===== config.mk =====
export PLATFORM = sky130hd
export DESIGN_NAME = adc_conversion_control
export DESIGN_NICKNAME = d
export VERILOG_FILES = /design/src/verilog/adc_pkg.sv /design/src/verilog/sar_if.sv /design/src/verilog/adc_conversion_control.sv /design/src/verilog/sar_engine.sv
export SDC_FILE = /design/constraint.sdc
export NUM_CORES = 1
export LEC_CHECK = 0
export ABC_AREA = 1
export BUFFER_PORTS_ARGS = -buffer_cell sky130_fd_sc_hd__buf_4
export CORE_MARGIN = 4
export CORE_UTILIZATION = 45
export DETAILED_ROUTE_END_ITERATION = 10
export PLACE_DENSITY_LB_ADDON = 0.12
export SYNTH_ARGS = -nofsm -noshare
export SYNTH_HDL_FRONTEND = slang
export SYNTH_SLANG_ARGS = --single-unit
export TNS_END_PERCENT = 30

===== constraint.sdc =====
create_clock -name pclk -period 2.66 [get_ports pclk]
set_input_delay 0.266 -clock pclk [delete_from_list [all_inputs] [get_ports pclk]]
set_output_delay 0.266 -clock pclk [all_outputs]
set_load 0.1 [all_outputs]

===== src/verilog/adc_pkg.sv =====
// Constants, field layout and enumerations of the converter control block.
// Assumes a 250 MHz pclk and an APB master with 32-bit data.
`default_nettype none
package adc_pkg;
	// Register byte offsets
	localparam logic [7:0] OFF_CONTROL = 8'h00;
	localparam logic [7:0] OFF_POS_CH = 8'h04;
	localparam logic [7:0] OFF_NEG_CH = 8'h08;
	localparam logic [7:0] OFF_RESULT = 8'h0C;
	localparam logic [7:0] OFF_GAIN = 8'h10;
	localparam logic [7:0] OFF_STATUS = 8'h14;
	// Control field positions
	localparam int SRC_LSB = 0;
	localparam int MODE_LSB = 3;
	localparam int DIV_LSB = 5;
	localparam int ACQ_LSB = 8;
	localparam int NEG_BYP_BIT = 14;
	localparam int POS_BYP_BIT = 15;
	// Reset values: eight acquisition clocks, divider of two
	localparam logic [15:0] CONTROL_RST = 16'h0820;
	localparam logic [4:0] CHANNEL_RST = 5'h00;
	localparam logic [4:0] GAIN_RST = 5'h00;
	// Conversion timing in converter clocks
	localparam logic [4:0] EXTRA_CLOCKS = 5'h13;
	localparam logic [4:0] TEMP_ACQ_CLOCKS = 5'h10;
	localparam logic [2:0] TEMP_DIV_LOG = 3'h5;
	localparam logic [4:0] TEMP_CHANNEL = 5'h10;
	localparam logic [11:0] SAR_FIRST_TRIAL = 12'h800;
	// Input configuration
	typedef enum logic [1:0] {MODE_SINGLE, MODE_DIFF, MODE_PSEUDO} mode_t;
	// Start source
	typedef enum logic [2:0] {SRC_NONE, SRC_PIN, SRC_LOGIC, SRC_TMR0,
		SRC_TMR1, SRC_SINGLE, SRC_CONT} src_t;
	// Sequencer state
	typedef enum {ST_IDLE, ST_ACQ, ST_CONV} state_t;
endpackage
`default_nettype wire


===== src/verilog/sar_if.sv =====
// Link between the sequencer and the bit-trial engine.
// Assumes both ends run on pclk.
`timescale 1ns/1ns
`default_nettype none
interface sar_if;
	logic start; // Load first trial
	logic tick; // Converter clock enable
	logic comp; // Input above trial level
	logic done; // Last bit decided, one cycle
	logic [11:0] code; // Trial or final code
	modport ctl (output start, output tick, output comp,
		input done, input code);
	modport eng (input start, input tick, input comp,
		output done, output code);
endinterface
`default_nettype wire


===== src/verilog/adc_conversion_control.sv =====
// Conversion control: APB registers, start sources, timing sequencer,
// result coding. Assumes an APB master on pclk, an asynchronous convert
// pin and a comparator that settles within one pclk of dac_code.
//
// The APB slave port and the placing of the registers were left to the implementer.
`timescale 1ns/1ns
`default_nettype none
module adc_conversion_control (
	// Clock and reset
	input wire logic pclk,
	input wire logic presetn,
	// APB slave
	input wire logic psel,
	input wire logic penable,
	input wire logic pwrite,
	input wire logic [7:0] paddr,
	input wire logic [31:0] pwdata,
	output logic [31:0] prdata,
	output logic pready,
	output logic pslverr,
	// Start sources
	input wire logic external_convert_pin,
	input wire logic logic_array_output,
	input wire logic general_timer_zero,
	input wire logic general_timer_one,
	// Analog front end
	input wire logic comparator_in,
	output logic [11:0] dac_code,
	output logic sample_hold,
	output logic [1:0] adc_mode,
	output logic pos_buffer_bypass,
	output logic neg_buffer_bypass,
	output logic [4:0] positive_channel_select,
	output logic [4:0] negative_channel_select,
	output logic [4:0] amplifier_gain_field,
	// Completion pulse
	output logic conversion_done
);
	sar_if sar ();

	logic [15:0] converter_control_reg; // Control word
	logic [31:0] conversion_result_reg; // Coded result
	logic done_flag_reg; // Sticky completion
	logic single_pending_reg; // Software single start
	logic [2:0] pin_sync_reg; // Convert pin synchroniser
	logic pin_level_reg; // Filtered convert pin
	adc_pkg::state_t state_reg; // Sequencer state
	logic [7:0] div_cnt_reg; // Converter clock divider
	logic [4:0] phase_cnt_reg; // Converter clocks in phase
	logic conv_temp_reg; // This sample is temperature
	logic start_reg; // Engine start pulse
	logic pready_reg;
	logic [31:0] prdata_reg;
	logic pslverr_reg;
	logic done_pulse_reg;

	// Decoded controls
	adc_pkg::src_t src; // Start source
	adc_pkg::mode_t mode; // Input configuration
	logic [2:0] div_log; // Divider exponent in use
	logic [7:0] div_last; // Divider terminal count
	logic [4:0] acq_last; // Last acquisition clock
	logic tick; // One converter clock
	logic go; // Start request level
	logic apb_setup; // APB setup phase
	logic apb_done; // APB access completes
	logic wr_control; // Control write this edge
	logic end_conv; // Last clock of conversion

	assign src = adc_pkg::src_t'(converter_control_reg[
		adc_pkg::SRC_LSB +: 3]);
	assign mode = adc_pkg::mode_t'(converter_control_reg[
		adc_pkg::MODE_LSB +: 2]);

	////////////////////////////////////////////////////////////////
	// Result coding
	////////////////////////////////////////////////////////////////

	// Place a raw code in the result word for the given mode
	function automatic logic [31:0] code_result(
		input adc_pkg::mode_t m,
		input logic [11:0] c
	);
		logic [31:0] w;
		w = {4'h0, c, 16'h0000};
		if (m == adc_pkg::MODE_DIFF) begin
			w = {{5{~c[11]}}, c[10:0], 16'h0000};
			w = {w[31], w[31:1]};
		end
		return w;
	endfunction

	////////////////////////////////////////////////////////////////
	// Input synchronisers
	////////////////////////////////////////////////////////////////

	// Three stages; a level counts once the last two agree
	always_ff @(posedge pclk or negedge presetn) begin
		if (!presetn) begin
			pin_sync_reg <= 3'h0;
			pin_level_reg <= 1'b0;
		end else begin
			pin_sync_reg <= {pin_sync_reg[1:0], external_convert_pin};
			if (pin_sync_reg[1] == pin_sync_reg[2]) begin
				pin_level_reg <= pin_sync_reg[2];
			end
		end
	end

	////////////////////////////////////////////////////////////////
	// Start request
	////////////////////////////////////////////////////////////////

	always_comb begin
		case (src)
			adc_pkg::SRC_PIN: go = pin_level_reg;
			adc_pkg::SRC_LOGIC: go = logic_array_output;
			adc_pkg::SRC_TMR0: go = general_timer_zero;
			adc_pkg::SRC_TMR1: go = general_timer_one;
			adc_pkg::SRC_SINGLE: go = single_pending_reg;
			adc_pkg::SRC_CONT: go = 1'b1;
			default: go = 1'b0;
		endcase
	end

	always_ff @(posedge pclk or negedge presetn) begin
		if (!presetn) begin
			single_pending_reg <= 1'b0;
		end else if (wr_control && pwdata[adc_pkg::SRC_LSB +: 3] ==
				3'(adc_pkg::SRC_SINGLE)) begin
			// New request wins over the consume
			single_pending_reg <= 1'b1;
		end else if (state_reg == adc_pkg::ST_IDLE &&
				src == adc_pkg::SRC_SINGLE && go) begin
			single_pending_reg <= 1'b0;
		end else if (src != adc_pkg::SRC_SINGLE) begin
			// Stale request dropped on source change
			single_pending_reg <= 1'b0;
		end
	end

	////////////////////////////////////////////////////////////////
	// Converter clock and timing
	////////////////////////////////////////////////////////////////

	assign div_log = conv_temp_reg ? adc_pkg::TEMP_DIV_LOG :
		converter_control_reg[adc_pkg::DIV_LSB +: 3];
	assign div_last = 8'((9'h001 << div_log) - 9'h001);
	assign acq_last = conv_temp_reg ?
		adc_pkg::TEMP_ACQ_CLOCKS - 5'h01 :
		(converter_control_reg[adc_pkg::ACQ_LSB +: 4] == 4'h0 ? 5'h00 :
		{1'b0, converter_control_reg[adc_pkg::ACQ_LSB +: 4]} - 5'h01);
	assign tick = state_reg != adc_pkg::ST_IDLE && div_cnt_reg == div_last;
	assign end_conv = state_reg == adc_pkg::ST_CONV && tick &&
		phase_cnt_reg == adc_pkg::EXTRA_CLOCKS - 5'h01;

	// Divider runs only while acquiring or converting
	always_ff @(posedge pclk or negedge presetn) begin
		if (!presetn) begin
			div_cnt_reg <= 8'h00;
		end else if (state_reg == adc_pkg::ST_IDLE || tick) begin
			div_cnt_reg <= 8'h00;
		end else begin
			div_cnt_reg <= div_cnt_reg + 8'h01;
		end
	end

	////////////////////////////////////////////////////////////////
	// Sequencer
	////////////////////////////////////////////////////////////////

	// Acquire, run the trials, write the result
	always_ff @(posedge pclk or negedge presetn) begin
		if (!presetn) begin
			state_reg <= adc_pkg::ST_IDLE;
			phase_cnt_reg <= 5'h00;
			conv_temp_reg <= 1'b0;
			start_reg <= 1'b0;
			sample_hold <= 1'b0;
		end else begin
			start_reg <= 1'b0;
			case (state_reg)
				adc_pkg::ST_IDLE: begin
					if (go) begin
						state_reg <= adc_pkg::ST_ACQ;
						phase_cnt_reg <= 5'h00;
						conv_temp_reg <= positive_channel_select ==
							adc_pkg::TEMP_CHANNEL;
						sample_hold <= 1'b1;
					end
				end
				adc_pkg::ST_ACQ: begin
					if (tick) begin
						if (phase_cnt_reg == acq_last) begin
							// Hold the sample, start the trials
							state_reg <= adc_pkg::ST_CONV;
							phase_cnt_reg <= 5'h00;
							sample_hold <= 1'b0;
							start_reg <= 1'b1;
						end else begin
							phase_cnt_reg <= phase_cnt_reg + 5'h01;
						end
					end
				end
				adc_pkg::ST_CONV: begin
					if (end_conv) begin
						phase_cnt_reg <= 5'h00;
						if (go) begin
							state_reg <= adc_pkg::ST_ACQ;
							conv_temp_reg <= positive_channel_select ==
								adc_pkg::TEMP_CHANNEL;
							sample_hold <= 1'b1;
						end else begin
							state_reg <= adc_pkg::ST_IDLE;
							conv_temp_reg <= 1'b0;
						end
					end else if (tick) begin
						phase_cnt_reg <= phase_cnt_reg + 5'h01;
					end
				end
				default: begin
					state_reg <= adc_pkg::ST_IDLE;
				end
			endcase
		end
	end

	// Engine hookup
	assign sar.start = start_reg;
	assign sar.tick = tick && state_reg == adc_pkg::ST_CONV;
	// Comparator is judged against our own trial flop within one pclk;
	// a synchroniser here would make each trial judge a stale code
	assign sar.comp = comparator_in;
	assign dac_code = sar.code;

	sar_engine u_sar (
		.pclk(pclk),
		.presetn(presetn),
		.sar(sar.eng)
	);

	////////////////////////////////////////////////////////////////
	// Result and completion
	////////////////////////////////////////////////////////////////

	always_ff @(posedge pclk or negedge presetn) begin
		if (!presetn) begin
			conversion_result_reg <= 32'h0000_0000;
			done_flag_reg <= 1'b0;
			done_pulse_reg <= 1'b0;
		end else begin
			done_pulse_reg <= end_conv;
			if (end_conv) begin
				conversion_result_reg <= code_result(mode, sar.code);
				// Set wins over the read clear
				done_flag_reg <= 1'b1;
			end else if (apb_done && !pwrite &&
					paddr == adc_pkg::OFF_RESULT) begin
				done_flag_reg <= 1'b0;
			end
		end
	end

	assign conversion_done = done_pulse_reg;

	////////////////////////////////////////////////////////////////
	// APB registers
	////////////////////////////////////////////////////////////////

	assign apb_setup = psel && !penable;
	assign apb_done = psel && penable && pready_reg;
	assign wr_control = apb_done && pwrite &&
		paddr == adc_pkg::OFF_CONTROL;

	// One wait-free access; answer prepared in the setup cycle
	always_ff @(posedge pclk or negedge presetn) begin
		if (!presetn) begin
			pready_reg <= 1'b0;
			prdata_reg <= 32'h0000_0000;
			pslverr_reg <= 1'b0;
		end else begin
			pready_reg <= apb_setup;
			pslverr_reg <= 1'b0;
			prdata_reg <= 32'h0000_0000;
			if (apb_setup) begin
				if (paddr == adc_pkg::OFF_CONTROL) begin
					prdata_reg <= {16'h0000, converter_control_reg};
				end else if (paddr == adc_pkg::OFF_POS_CH) begin
					prdata_reg <= {27'h0, positive_channel_select};
				end else if (paddr == adc_pkg::OFF_NEG_CH) begin
					prdata_reg <= {27'h0, negative_channel_select};
				end else if (paddr == adc_pkg::OFF_RESULT) begin
					prdata_reg <= conversion_result_reg;
				end else if (paddr == adc_pkg::OFF_GAIN) begin
					prdata_reg <= {27'h0, amplifier_gain_field};
				end else if (paddr == adc_pkg::OFF_STATUS) begin
					prdata_reg <= {30'h0, state_reg != adc_pkg::ST_IDLE,
						done_flag_reg};
				end else begin
					// Unmapped address
					pslverr_reg <= 1'b1;
				end
			end
		end
	end

	assign pready = pready_reg;
	assign prdata = prdata_reg;
	assign pslverr = pslverr_reg;

	always_ff @(posedge pclk or negedge presetn) begin
		if (!presetn) begin
			converter_control_reg <= adc_pkg::CONTROL_RST;
			positive_channel_select <= adc_pkg::CHANNEL_RST;
			negative_channel_select <= adc_pkg::CHANNEL_RST;
			amplifier_gain_field <= adc_pkg::GAIN_RST;
		end else if (apb_done && pwrite) begin
			if (paddr == adc_pkg::OFF_CONTROL) begin
				converter_control_reg <= pwdata[15:0];
			end else if (paddr == adc_pkg::OFF_POS_CH) begin
				positive_channel_select <= pwdata[4:0];
			end else if (paddr == adc_pkg::OFF_NEG_CH) begin
				negative_channel_select <= pwdata[4:0];
			end else if (paddr == adc_pkg::OFF_GAIN) begin
				amplifier_gain_field <= pwdata[4:0];
			end
		end
	end

	assign neg_buffer_bypass = converter_control_reg[adc_pkg::NEG_BYP_BIT];
	assign pos_buffer_bypass = converter_control_reg[adc_pkg::POS_BYP_BIT];
	assign adc_mode = converter_control_reg[adc_pkg::MODE_LSB +: 2];

	////////////////////////////////////////////////////////////////
	// Checks
	////////////////////////////////////////////////////////////////

	property p_single_start;
		@(posedge pclk) disable iff (!presetn)
		state_reg == adc_pkg::ST_IDLE && src == adc_pkg::SRC_SINGLE &&
			single_pending_reg |=> state_reg == adc_pkg::ST_ACQ
			&& !single_pending_reg;
	endproperty
	a_single_start: assert property (p_single_start)
		else $error("single start not taken");
	property p_done_flag;
		@(posedge pclk) disable iff (!presetn)
		end_conv |=> conversion_done && done_flag_reg;
	endproperty
	a_done_flag: assert property (p_done_flag)
		else $error("completion not flagged");
	property p_diff_sign;
		@(posedge pclk) disable iff (!presetn)
		end_conv && mode == adc_pkg::MODE_DIFF |=>
			conversion_result_reg[31:27] == {5{~$past(sar.code[11])}};
	endproperty
	a_diff_sign: assert property (p_diff_sign)
		else $error("differential sign bits wrong");
	property p_binary;
		@(posedge pclk) disable iff (!presetn)
		end_conv && mode != adc_pkg::MODE_DIFF |=>
			conversion_result_reg == {4'h0, $past(sar.code), 16'h0000};
	endproperty
	a_binary: assert property (p_binary)
		else $error("straight binary result wrong");
	property p_temp_timing;
		@(posedge pclk) disable iff (!presetn)
		state_reg == adc_pkg::ST_ACQ && conv_temp_reg |->
			acq_last == 5'h0F && div_last == 8'h1F;
	endproperty
	a_temp_timing: assert property (p_temp_timing)
		else $error("temperature timing not applied");
	property p_retrigger;
		@(posedge pclk) disable iff (!presetn)
		end_conv && go |=> state_reg == adc_pkg::ST_ACQ && sample_hold;
	endproperty
	a_retrigger: assert property (p_retrigger)
		else $error("held trigger did not restart");
	property p_pready_one;
		@(posedge pclk) disable iff (!presetn)
		pready_reg |=> !pready_reg;
	endproperty
	a_pready_one: assert property (p_pready_one)
		else $error("pready held past the access");
	property p_hold_len;
		@(posedge pclk) disable iff (!presetn)
		start_reg |-> $past(sample_hold) && !sample_hold;
	endproperty
	a_hold_len: assert property (p_hold_len)
		else $error("trials started without acquisition");
endmodule
`default_nettype wire


===== src/verilog/sar_engine.sv =====
// Successive-approximation bit trial engine.
// Assumes start arrives while idle and tick is a one-cycle enable.
`timescale 1ns/1ns
`default_nettype none
module sar_engine (
	// Clock and reset
	input wire logic pclk,
	input wire logic presetn,
	// Sequencer link
	sar_if.eng sar
);
	logic busy_reg; // Trials under way
	logic [3:0] bit_reg; // Bit being decided
	logic [11:0] code_reg; // Trial code
	logic done_reg; // Completion pulse

	assign sar.code = code_reg;
	assign sar.done = done_reg;

	////////////////////////////////////////////////////////////////
	// twelve bit trials
	always_ff @(posedge pclk or negedge presetn) begin
		if (!presetn) begin
			busy_reg <= 1'b0;
			bit_reg <= 4'h0;
			code_reg <= 12'h000;
			done_reg <= 1'b0;
		end else begin
			done_reg <= 1'b0;
			if (sar.start) begin
				// Midscale first
				busy_reg <= 1'b1;
				bit_reg <= 4'hB;
				code_reg <= adc_pkg::SAR_FIRST_TRIAL;
			end else if (busy_reg && sar.tick) begin
				// Keep or drop the bit, try the next one
				code_reg[bit_reg] <= sar.comp;
				if (bit_reg == 4'h0) begin
					busy_reg <= 1'b0;
					done_reg <= 1'b1;
				end else begin
					code_reg[bit_reg - 4'h1] <= 1'b1;
					bit_reg <= bit_reg - 4'h1;
				end
			end
		end
	end

	////////////////////////////////////////////////////////////////
	property p_first_trial;
		@(posedge pclk) disable iff (!presetn)
		sar.start |=> code_reg == 12'h800 && busy_reg;
	endproperty
	a_first_trial: assert property (p_first_trial)
		else $error("first trial is not midscale");
	property p_done_end;
		@(posedge pclk) disable iff (!presetn)
		done_reg |-> !busy_reg && $past(bit_reg) == 4'h0;
	endproperty
	a_done_end: assert property (p_done_end)
		else $error("done without the last bit");
endmodule
`default_nettype wire


# --- Word-level counts from Yosys, hierarchy flattened ---
# Cells that the tools add are included.
classes:
  n_reduce_logical: 41
  mux: 63
  n_eq_ne: 28
  multipliers: 0
  n_div: 0
  bitwise_logic: 5
  n_shift: 1
  add_sub_neg: 5
  order_cmp: 4
op_table:
  columns: ["cell", "count"]
  rows:
  - ["$mux W32", 10]
  - ["$pmux W32 S3", 1]
  - ["$logic_not A32 Y1", 2]
  - ["$mux W5", 8]
  - ["$mux W12", 3]
  - ["$eq A32 B1 Y1 const B", 1]
  - ["$eq A32 B2 Y1 const B", 1]
  - ["$eq A32 B3 Y1 const B", 1]
  - ["$reduce_bool A32 Y1", 1]
  - ["$mux W1", 28]
  - ["$eq A8 B4 Y1 const B", 2]
  - ["$eq A8 B5 Y1 const B", 2]
  - ["$logic_and A1 B1 Y1", 16]
  - ["$reduce_and A4 Y1", 4]
  - ["$pmux W5 S3", 1]
  - ["$bwmux W12", 1]
  - ["$eq A3 B3 Y1 const B", 4]
  - ["$mux W4", 3]
  - ["$or A12 B12 Y12", 1]
  - ["$eq A5 B5 Y1 const B", 2]
  - ["$lt A4 B5 Y1 const B", 2]
  - ["$ne A2 B2 Y1 const B", 5]
  - ["$add A8 B1 Y8 const B", 1]
  - ["$demux W1 S4", 2]
  - ["other kinds (30)", 45]
totals:
  word_cells: 169
  out_inout_bits: 67
  romBits: 0
  mem_count: 0
  latch_bits: 0
  ramBits: 0
  reg_bits: 169
  in_bits: 50

# --- Longest topological paths before layout ---
# Gate-level depths: netlist of the first run.
logic_depth:
  word_depth: 9
  mapped_depth: 18

# --- By module ---
# From an unflattened synthesis of the first run, not the netlist that was laid out.
unflattened:
  hier_cells: 712
  hier_area_um2: 6013.3
by_module_without_submodules:
  columns: ["mod", "cells_each", "n_inst", "area_each_um2"]
  rows:
  - ["adc_conversion_control", 551, 1, 4868.4]
  - ["sar_engine", 161, 1, 1144.8]

# --- Worst setup path before layout of the first run ---
# No wires, ideal clock.
synth_path:
  path_kind: "reg-to-reg"
  start: "register conv_temp_reg"
  end: "register u_sar.code_reg[0], in the netlist u_sar.sar.code[0]"
  synth_period_minus_slack_ns: 2.306
  path_slack_ns: 0.354
  stages_incl_launch_ff: 17
  path_buffers: 1
  t_arrival_ns: 2.183
  required_ns: 2.538
  path_cell_list: "dfrtp_1 -> nor2_2 -> nand3_1 -> ha_1 -> nand2_1 -> nand3_1 -> nor2_1 -> nand3_2 -> nor2_4 -> nand3_4 -> inv_2 -> nand2_2 -> nand2_4 -> nand2_4 -> buf_6 -> nand2_1 -> nand2_1"
synth_via:
  elab_chain_len: 8
synth_lines:
  columns: ["element", "line", "rtl"]
  rows:
  - ["start, declared", "adc_conversion_control.sv:50", "logic conv_temp_reg;"]
  - ["start signal, assigned", "adc_conversion_control.sv:187", "conv_temp_reg <= positive_channel_select =="]
  - ["start signal, assigned", "adc_conversion_control.sv:210", "conv_temp_reg <= positive_channel_select =="]
  - ["$mux W3", "adc_conversion_control.sv:146", "assign div_log = conv_temp_reg ? adc_pkg::TEMP_DIV_LOG :"]
  - ["$shl A1 B3 Y8", "adc_conversion_control.sv:148", "assign div_last = 8'((9'h001 << div_log) - 9'h001);"]
  - ["$sub A8 B1 Y8", "adc_conversion_control.sv:148", null]
  - ["$eq A8 B8 Y1", "adc_conversion_control.sv:153", "assign tick = state_reg != adc_pkg::ST_IDLE && div_cnt_reg == div_last;"]
  - ["$logic_and A1 B1 Y1", "adc_conversion_control.sv:153", null]
  - ["$logic_and A1 B1 Y1", "adc_conversion_control.sv:230", "assign sar.tick = tick && state_reg == adc_pkg::ST_CONV;"]
  - ["$logic_and A1 B1 Y1", "sar_engine.sv:35", "end else if (busy_reg && sar.tick) begin"]
  - ["$reduce_bool A2 Y1 (no source line)", null, null]
  - ["end signal, assigned", "sar_engine.sv:34", "code_reg <= adc_pkg::SAR_FIRST_TRIAL;"]
  - ["end signal, assigned by index", "sar_engine.sv:37", "code_reg[bit_reg] <= sar.comp;"]
  - ["end, declared", "sar_engine.sv:14", "logic [11:0] code_reg;"]
# Every way passes these cells.
# A chain may end at the register's enable or synchronous reset.

# --- Final worst setup path of the first run ---
layout_path:
  start: "register conv_temp_reg"
  end: "register phase_cnt_reg[2]"
layout_via:
  elab_chain_len: 9
  elab_cells_between_ends: 16
layout_lines:
  columns: ["element", "line", "rtl"]
  rows:
  - ["$mux W3", "adc_conversion_control.sv:146", null]
  - ["$shl A1 B3 Y8", "adc_conversion_control.sv:148", null]
  - ["$sub A8 B1 Y8", "adc_conversion_control.sv:148", null]
  - ["$eq A8 B8 Y1", "adc_conversion_control.sv:153", null]
  - ["$logic_and A1 B1 Y1", "adc_conversion_control.sv:153", null]
  - ["$logic_and A1 B1 Y1 (2 in a row)", "adc_conversion_control.sv:154", "assign end_conv = state_reg == adc_pkg::ST_CONV && tick &&"]
  - ["$ne A3 B3 Y1 (no source line) or $mux W5 (tied branches)", null, null]
  - ["$reduce_and A4 Y1 (no source line) or $pmux W5 S3 (tied branches)", null, null]
  - ["end signal, assigned", "adc_conversion_control.sv:201", "phase_cnt_reg <= phase_cnt_reg + 5'h01;"]
  - ["end signal, assigned", "adc_conversion_control.sv:218", "phase_cnt_reg <= phase_cnt_reg + 5'h01;"]
  - ["end, declared", "adc_conversion_control.sv:49", "logic [4:0] phase_cnt_reg;"]
# Parallel ways exist; a longest one is shown, timed or not. The select of a mux whose other input is x is not followed.

==> results by group, run 1 <==
Outcome
  – Status: finished clean

Worst hold path
  – Worst Hold Path EP: converter_control_reg[15]
  – Hold wc startpoint: pwdata[15]
  – Worst hold path class: in -> reg
  – Hold Path Depth: 3

Logic synthesis
  – Commonest cells post-synth: 221 x nand2_1, 116 x dfrtp_1, 80 x inv_1
  – Synth Register Bits: between 100 and 150
  – Synth area leaders: dfrtp_1 49%, nand2_1 14%, inv_1 5.0%
  – Number of flops mapped to enable cells by yosys: 0
  – Count leader, synth: nand2_1
  – Register area share after synthesis: a little under 50%
  – Synth warn: 0
  – Yosys top cell area share: approximately 49%
  – Syn avg cell area: between 8 and 9 µm²
  – Post-Syn Area: 0.00597 mm²
  – Unique cell type count in the Yosys netlist: 43
  – Synthesized net count: around 800
  – Gate Count Post-Synth: between 700 and 800
  – Post-synth ARST share: between 90% and 100%
  – Leading area contributor after synthesis: dfrtp_1
  – Top FF cell, synth: dfrtp_1

Detailed routing
  – Routed WL per cell: ~14 µm
  – Vias: 5,195
  – Number of remaining DRC errors: 0
  – Initial DRC count: 344
  – Vias/cell: between 5 and 6
  – Drt first pass iters: 8
  – DRT antenna net count: 0
  – Total Wirelength: ~14,000 µm

Setup path
  – Setup CP Type: reg -> reg
  – Worst r2r path cells: 15
  – Req. time, crit path: about 3 ns
  – Data arrival, critical path: 2.70 ns
  – R2R Setup Slk: ~0.25 ns
  – FF-to-FF End: phase_cnt_reg[2]
  – Maximum fanout along the worst path: 6
  – Crit path capture type: flip-flop
  – Crit path launch type: flip-flop
  – Reg-to-Reg Start: conv_temp_reg

Clock network
  – Root Buffer: clkbuf_16
  – Clock Pin Slew Worst Setup and Hold Paths: around 0.050 ns
  – CTS Buf Count: 17
  – Clock sink count: approximately 120
  – Clock Path Buffers: 2
  – Clock latency on the worst-skew pair: approximately 0.41 ns
  – CTS tree: done
  – H-tree depth: 4

Flow run
  – Max_cap viols: 0

GRT
  – Number of global-route vias before repair: just under 5,000
  – Initial antenna violation count: 0
  – GRT Overall Usage: about 20%
  – Total gr overflow: 0
  – Pin count of the biggest net entering global routing: 119
  – Global-route wire length before repair: around 24,000 µm

Cells and area
  – # fillers: approximately 1,200
  – Post-route insts no fill: 1,032
  – Final #Nets: around 900
  – Layout cells sized above 1: between 20 and 25%
  – Antenna diode count: 0
  – Max FFs per register: 29
  – Synth-to-Final Area Change: 27.8%

Power
  – Total Power: about 4.5 mW
  – VDD IR max: 494 µV
  – Static leakage: around 3.9 nW
  – Cell Pwr Density: between 500 and 600 mW/mm²

Placed design
  – IO Port Bufs: 100
  – Final HPWL DP: roughly 10,000 µm
  – Routability Congestion: 0.912
  – Post-Place Cells: about 1,000

Floorplanning
  – Core Rows: 41
  – Die width: about 120 µm
  – Core area: about 0.013 mm²
  – IO Pins: 117
  – Die H: 123 µm
  – Starting Density: between 40% and 50%
  – Die area: approximately 0.015 mm²

Timing
  – Finish-stage setup viols: 0
  – Max Freq: 416 MHz
  – Final setup TNS: 0 ns
  – Worst hold slack: 0.0619 ns
  – Fin. Hold Viols: 0
  – Fin crit share: roughly nine tenths
  – Worst-Margin Slew: around 0.61 ns
  – RSZ-0062 raised after global routing: false
  – Worst Skew: 0.00679 ns
  – Rel. slew slack: roughly 60%
  – Max-slew violations: 0
  – Final min period: approximately 2.4 ns
[worst max-delay path by stage]
stage	start	endpoint	slack (ns)	cells past startpoint
after floorplan	conv_temp_reg	u_sar.sar.code[0]	0.35	16
after global placement	conv_temp_reg	u_sar.sar.code[11]	0.17	16
after detailed placement	conv_temp_reg	phase_cnt_reg[2]	0.15	16
after CTS	conv_temp_reg	u_sar.sar.code[11]	0.13	16
after global routing	conv_temp_reg	u_sar.sar.code[11]	0.002	15
final	conv_temp_reg	phase_cnt_reg[2]	0.25	15
[logic make-up after synthesis]
family                     synth area share [%]
AOI/OAI and AO/OA                          9.64
DFF                                        49.5
adders and majority gates                  3.31
and+or+nand+nor                            27.4
muxes                                      2.01
xor gates and xnor gates                  0.440
buffers and inverters                      7.67
[metal layers]
metal | GRT usage (%) | part of all wire [%] | wire length [µm] | vias up
met5 | 0 | 0 | 0 | -
met4 | 7.27 | 1.7 | 235 | 0
met3 | 4.12 | 4.9 | 697 | 22
met2 | 31.6 | 48 | 6740 | 128
met1 | 26.3 | 46 | 6480 | 2440
li1 | - | - | - | 2605
[repair_timing]
item / in CTS / in global routing
endpoints found under the hold margin: 117 / 0
hold buffers: 2 / 0
buffers inserted: 0 / 5
setup endpoints to repair: 0 / 33
gates resized for setup: 0 / 6
[area by class of cell]
type,count,area [µm²],share of cell area (%)
timing repair buffer,115,893,11.7
tap,172,215,2.82
inverter,90,338,4.43
clock inverter,12,201,2.64
sequential,118,2960,38.7
clock buffer,20,447,5.85
multi-input combinational,505,2580,33.8
[per-stage QoR]
step | utilization [%] | setup slack [ns] | cell area [µm²]
3_3_place_gp | 53.8 | 0.170 | 6900
4_1_cts | 59.0 | 0.127 | 7570
2_1_floorplan | - | 0.354 | 5970
5_1_grt | 59.5 | 0.00155 | 7630
6_report | 59.5 | 0.255 | 7630
3_5_place_dp | 53.8 | 0.148 | 6900
[critical path, stage by stage (launching register included)]
cell	delay, ns
dfrtp_2	0.46
nor2_2	0.14
nand3_1	0.10
ha_1	0.32
nand2_1	0.06
nand3_1	0.07
nor2_1	0.14
nand3_2	0.11
nor2_4	0.14
nand3_4	0.11
nand2_1	0.13
nand2_1	0.10
nor2_4	0.19
inv_2	0.08
nand2_1	0.07
nand2_1	0.05
[where the power goes]
group,internal [mW],switching [mW],total (mW)
clock,1.69,0.798,2.48
sequential,1.81,0.00701,1.81
combinational,0.0541,0.106,0.160
[cell usage in the layout (no fill, tap or decap), types with 6 or more instances in the layout]
cell | netlist | layout
nor3_1 | 14 | 14
o21ai_1 | 6 | 6
nand2_1 | 221 | 221
mux2i_1 | 12 | 12
clkbuf_16 | 0 | 17
a21oi_1 | 13 | 13
inv_2 | 7 | 8
nand3_1 | 47 | 46
inv_1 | 80 | 79
ha_1 | 15 | 15
buf_4 | 6 | 111
nand4_1 | 16 | 16
o21ai_0 | 51 | 51
nor2_1 | 59 | 59
dfrtp_1 | 116 | 115
Power figures use the tool's default switching activity.
==> run 2: changes to the inputs <==
Settings changed: ABC_AREA 1 to unset, ABC_CLOCK_PERIOD_IN_PS set to 2660, GPL_ROUTABILITY_DRIVEN set to 1.
==> results by group, run 2 <==
Outcome
  – Status: finished, violations left
  – Failing checks: setup timing

Clock network
  – Root Buffer: clkbuf_16
  – Clock Pin Slew Worst Setup and Hold Paths: around 0.060 ns
  – H-tree depth: 4
  – Clock Path Buffers: 2
  – CTS tree: done
  – Clock sink count: about 120
  – Clock latency on the worst-skew pair: about 0.42 ns
  – CTS Buf Count: 17

Logic synthesis
  – Yosys top cell area share: approximately half
  – Number of flops mapped to enable cells by yosys: 0
  – Leading area contributor after synthesis: dfrtp_1
  – Synth warn: 0
  – Post-Syn Area: roughly 0.0057 mm²
  – Syn avg cell area: ~11 µm²
  – Post-synth ARST share: 100%
  – Count leader, synth: dfrtp_1
  – Synth Register Bits: approximately 120
  – Gate Count Post-Synth: approximately 540
  – Unique cell type count in the Yosys netlist: 56
  – Register area share after synthesis: between 50% and 60%
  – Top FF cell, synth: dfrtp_1
  – Synthesized net count: ~600
  – Synth area leaders: dfrtp_1 51%, mux2_2 6.3%, mux2i_1 3.3%
  – Commonest cells post-synth: 116 x dfrtp_1, 48 x nand2_1, 45 x nor2_1

Setup path
  – Crit path capture type: flip-flop
  – Crit path launch type: flip-flop
  – Maximum fanout along the worst path: 10
  – Worst r2r path cells: 10
  – Req. time, crit path: between 2 and 3 ns
  – Setup CP Type: reg -> reg
  – Data arrival, critical path: between 3 and 4 ns

Timing
  – Rel. slew slack: between 50% and 60%
  – Final min period: between 2 and 3 ns
  – Max Freq: 370 MHz
  – Fin. Hold Viols: 0
  – Max-slew violations: 0
  – Worst Skew: 0.00684 ns
  – Finish-stage setup viols: 3
  – Worst-Margin Slew: 0.623 ns
  – Fin crit share: 102%
  – Final worst slack: -0.0415 ns
  – RSZ-0062 raised after global routing: true

Detailed routing
  – Vias/cell: roughly 5.3
  – Routed WL per cell: ~15 µm
  – Total Wirelength: between 10,000 and 15,000 µm
  – Number of remaining DRC errors: 0
  – Vias: ~4,400
  – Drt first pass iters: 5
  – DRT antenna net count: 0
  – Initial DRC count: 443

Floorplanning
  – IO Pins: between 100 and 150
  – Die H: 121 µm
  – Starting Density: ~47%
  – Core area: 0.0122 mm²
  – Die area: around 0.015 mm²
  – Die width: about 120 µm
  – Core Rows: 40

Worst hold path
  – Hold Path Depth: 2
  – Worst hold path class: in -> reg

Cells and area
  – Layout cells sized above 1: about 33%
  – # fillers: between 1,000 and 1,500
  – Synth-to-Final Area Change: 32.1%
  – Commonest non-fill, non-tap cell in the layout: buf_4
  – Max FFs per register: 29
  – Commonest non-fill, non-tap cells in the layout: 121 x buf_4, 116 x dfrtp_1, 47 x nand2_1
  – Antenna diode count: 0
  – Final #Nets: between 700 and 800

GRT
  – Met3 Use GR: roughly 5.0%
  – Met1 usage: about a quarter
  – GRT Overall Usage: ~19%
  – Initial antenna violation count: 0
  – Number of global-route vias before repair: approximately 4,200
  – Global-route wire length before repair: 21,400 µm
  – Total gr overflow: 0
  – Pin count of the biggest net entering global routing: 89
  – Top Usage Layer GRT: met2
  – Met2 usage: between 20 and 30%

Power
  – Cell Pwr Density: 801 mW/mm²
  – VDD IR max: ~420 µV
  – Static leakage: around 3.6 nW
  – Total Power: between 6 and 7 mW

Flow run
  – Max_cap viols: 0

Placed design
  – IO Port Bufs: 100
  – Routability Congestion: 0.843
  – Pre-CTS setup slack: -0.117 ns
  – Final HPWL DP: about 9400 µm
==> run 2: cell count changes after synthesis, sizes merged, moves of 11 or more <==
cell    change
nor2       -20
nand2     -176
o21ai      -34
and2       +24
inv        -67
clkbuf     +12
nand4      -11
nand3      -37
mux2       +32
==> run 2: path summary, 6_finish.rpt <==
kind | slack (ns) | from | end
max in group asynchronous | 1.55 | presetn | u_sar.sar.code[2]
max | -0.04 | converter_control_reg[6] | u_sar.sar.code[11]
min | 0.08 | pwdata[13] | converter_control_reg[13]
max reg2reg | -0.04 | converter_control_reg[6] | u_sar.sar.code[11]
min reg2reg | 0.35 | pin_sync_reg[0] | pin_sync_reg[1]
min in group asynchronous | 0.32 | presetn | pin_sync_reg[2]
==> run 2: repair_timing <==
item | CTS | global route
hold buffers | 2 | 0
hold endpoints to repair | 30 | 0
resized for setup | 12 | 17
endpoints found under the setup margin | 36 | 39
pin swaps | 4 | 12
setup buffers | 1 | 1
==> run 2: cells by family after synthesis <==
kind of cell / synth area share [%]
simple gates: 16.7
flops: 51.7
compound gates: 11.6
mux: 10.4
buf+inv: 3.76
xor+xnor: 2.45
fa+ha+maj: 3.46
==> run 2: critical path, stage by stage (launching register included) <==
cell,delay (ns)
dfrtp_1,0.40
buf_4,0.18
or3_1,0.37
o31a_1,0.25
o32a_1,0.30
nor4_4,0.33
buf_4,0.19
nand3_2,0.10
buf_4,0.17
o21a_1,0.17
o21bai_1,0.15
==> run 2: area by class of cell <==
cell class	count	area, µm²	area share, %
multi-input cells	373	2720	36.0
flip-flops and latches	118	2960	39.1
repair buffers	126	988	13.1
well taps	168	210	2.78
inverters	20	75.1	0.994
clock inverters	14	164	2.17
clock buffers	18	439	5.81
==> run 2: through the flow <==
step	area, µm²	TNS (ns)	hold slack (ns)	instances	util (%)
2_1_floorplan	5780	0	-0.0296	541	-
3_3_place_gp	6770	-0.488	0.215	801	55.5
3_5_place_dp	6770	-1.26	0.222	801	55.5
4_1_cts	7490	-0.0187	0.0602	836	61.3
5_1_grt	7550	-3.65	0.0668	837	61.9
6_report	7550	-0.0532	0.0763	837	61.9
==> run 2: routing by layer <==
metal | up-vias | routed length [µm]
met5 | - | 0
met4 | 0 | 209
met3 | 19 | 669
met2 | 119 | 6070
met1 | 2133 | 5990
li1 | 2153 | -
==> run 2: power by group <==
group	leakage [nW]	switching, mW	internal (mW)	total (mW)
sequential	1.59	0.209	1.94	2.15
combinational	1.76	1.03	0.574	1.60
clock	0.287	0.865	1.43	2.29
==> run 3: changes to the inputs <==
Settings changed: CORE_MARGIN 4 to unset.
==> results by group, run 3 (synthesized netlist as in run 2, its figures left out) <==
Timing
  – Worst hold slack: roughly 0.083 ns
  – Final setup TNS: -0.137 ns
  – Finish-stage setup viols: 7
  – Final worst slack: -0.0310 ns
  – Final min period: 2.69 ns
  – Max-slew violations: 0
  – Rel. slew slack: a little under three fifths
  – Max Freq: between 300 and 400 MHz
  – RSZ-0062 raised after global routing: true
  – Fin. Hold Viols: 0
  – Worst-Margin Slew: ~0.66 ns
  – Fin crit share: 101%
  – Worst Skew: about 0.007 ns

Clock network
  – H-tree depth: 4
  – Clock Path Buffers: 2
  – CTS tree: done
  – Clock sink count: 118
  – CTS Buf Count: 17
  – Clock Pin Slew Worst Setup and Hold Paths: ~0.050 ns
  – Clock latency on the worst-skew pair: ~0.42 ns
  – Root Buffer: clkbuf_16

Setup path
  – CP cell instances: nand2b_1, ha_2, or3b_4, a31oi_4, xor2_2, nor4_4, buf_4, buf_4, nand4_1, a211o_1
  – Worst r2r path cells: 10
  – Levels on crit path: 10
  – Critical path's top delay family: simple AND/OR/NAND/NOR gates
  – Worst path max stage delay: around 0.55 ns
  – Crit path buf inv count: 2
  – Crit path launch type: flip-flop
  – Req. time, crit path: between 2 and 3 ns
  – Maximum fanout along the worst path: 6
  – Setup CP Type: reg -> reg
  – Crit path top cell by count: buf_4
  – Crit path capture type: flip-flop
  – Data arrival, critical path: about 3.0 ns
  – Slowest cell on crit path: dfstp_2

Detailed routing
  – Routed WL per cell: ~15 µm
  – DRT antenna net count: 0
  – Total Wirelength: 12,900 µm
  – Vias/cell: 5.27
  – Vias: around 4,400
  – Initial DRC count: 303
  – Number of remaining DRC errors: 0
  – Drt first pass iters: 4

Floorplanning
  – IO Pins: about 120
  – Core area: approximately 0.012 mm²
  – Starting Density: roughly 47%
  – Die area: between 0.01 and 0.015 mm²
  – Die width: between 100 and 150 µm
  – Die H: 115 µm
  – Core Rows: 40

GRT
  – Initial antenna violation count: 0
  – Pin count of the biggest net entering global routing: 50
  – GRT Overall Usage: around a fifth
  – Global-route wire length before repair: around 21,000 µm
  – Met3 Use GR: 5.64%
  – Top Usage Layer GRT: met2
  – Number of global-route vias before repair: between 4,000 and 5,000
  – Total gr overflow: 0
  – Met1 usage: roughly 28%
  – Met2 usage: 32.9%

Power
  – Static leakage: 3.62 nW
  – Cell Pwr Density: between 800 and 900 mW/mm²
  – VDD IR max: 376 µV

Placed design
  – Final HPWL DP: roughly 9300 µm
  – IO Port Bufs: 100
  – Routability Congestion: 0.835

Cells and area
  – Synth-to-Final Area Change: 31.1%
  – Commonest non-fill, non-tap cells in the layout: 117 x buf_4, 116 x dfrtp_1, 48 x nand2_1
  – Final #Nets: around 720
  – Antenna diode count: 0
  – Commonest non-fill, non-tap cell in the layout: buf_4
  – # fillers: between 1,000 and 1,500
  – Layout cells sized above 1: a little under a third
  – Max FFs per register: 29

Outcome
  – Status: finished, violations left
  – Failing checks: setup timing

Worst hold path
  – Worst hold path class: in -> reg
  – Hold Path Depth: 2

Flow run
  – Max_cap viols: 0
==> run 3: path summary, 6_finish.rpt <==
kind,startpoint,end,slack (ns)
max in group asynchronous,presetn,converter_control_reg[5],1.46
hold reg to reg,pin_sync_reg[0],pin_sync_reg[1],0.36
setup reg to reg,converter_control_reg[5],u_sar.bit_reg[1],-0.03
min in group asynchronous,presetn,pin_sync_reg[2],0.40
hold / removal,pwdata[6],converter_control_reg[6],0.08
setup / recovery,converter_control_reg[5],u_sar.bit_reg[1],-0.03
==> run 3: where the power goes <==
part           switching (mW)  total [mW]  internal [mW]  leakage (nW)
Clock                   0.800        2.41           1.61         0.302
Sequential              0.206        2.15           1.94          1.59
Combinational            1.01        1.57          0.557          1.73
Total                    2.02        6.13           4.11          3.62
==> run 3: per-layer routing <==
metal / part of all wire (%) / up-vias
li1: - / 2131
met1: 47 / 2145
met2: 47 / 107
met3: 4.5 / 11
met4: 1.1 / 0
met5: 0 / -
==> run 3: metrics by stage <==
step	power [mW]	setup WS [ns]	std cells	utilization [%]	instance area, µm²
after floorplan	3.21	0.00515	541	-	5780
after global placement	3.64	-0.0445	799	55.3	6760
after detailed placement	3.68	-0.127	799	55.3	6760
after CTS	6.14	0.000788	834	61.0	7450
after global routing	6.42	-0.172	834	61.4	7500
final	6.13	-0.0310	834	61.4	7500
==> run 3: timing repair <==
action,in CTS,in global routing
hold buffers,2,0
pin swaps,4,8
hold endpoints to repair,48,0
gates resized for setup,6,9
setup endpoints to repair,35,36
setup buffers,1,0
==> run 3: cell type report <==
type	count	area, µm²	share of cell area (%)
multi-input cells	373	2660	35.4
well taps	168	210	2.80
repair buffers	123	970	12.9
inverters	20	75.1	1.00
clock buffers	20	457	6.09
clock inverters	12	175	2.34
flip-flops and latches	118	2960	39.4
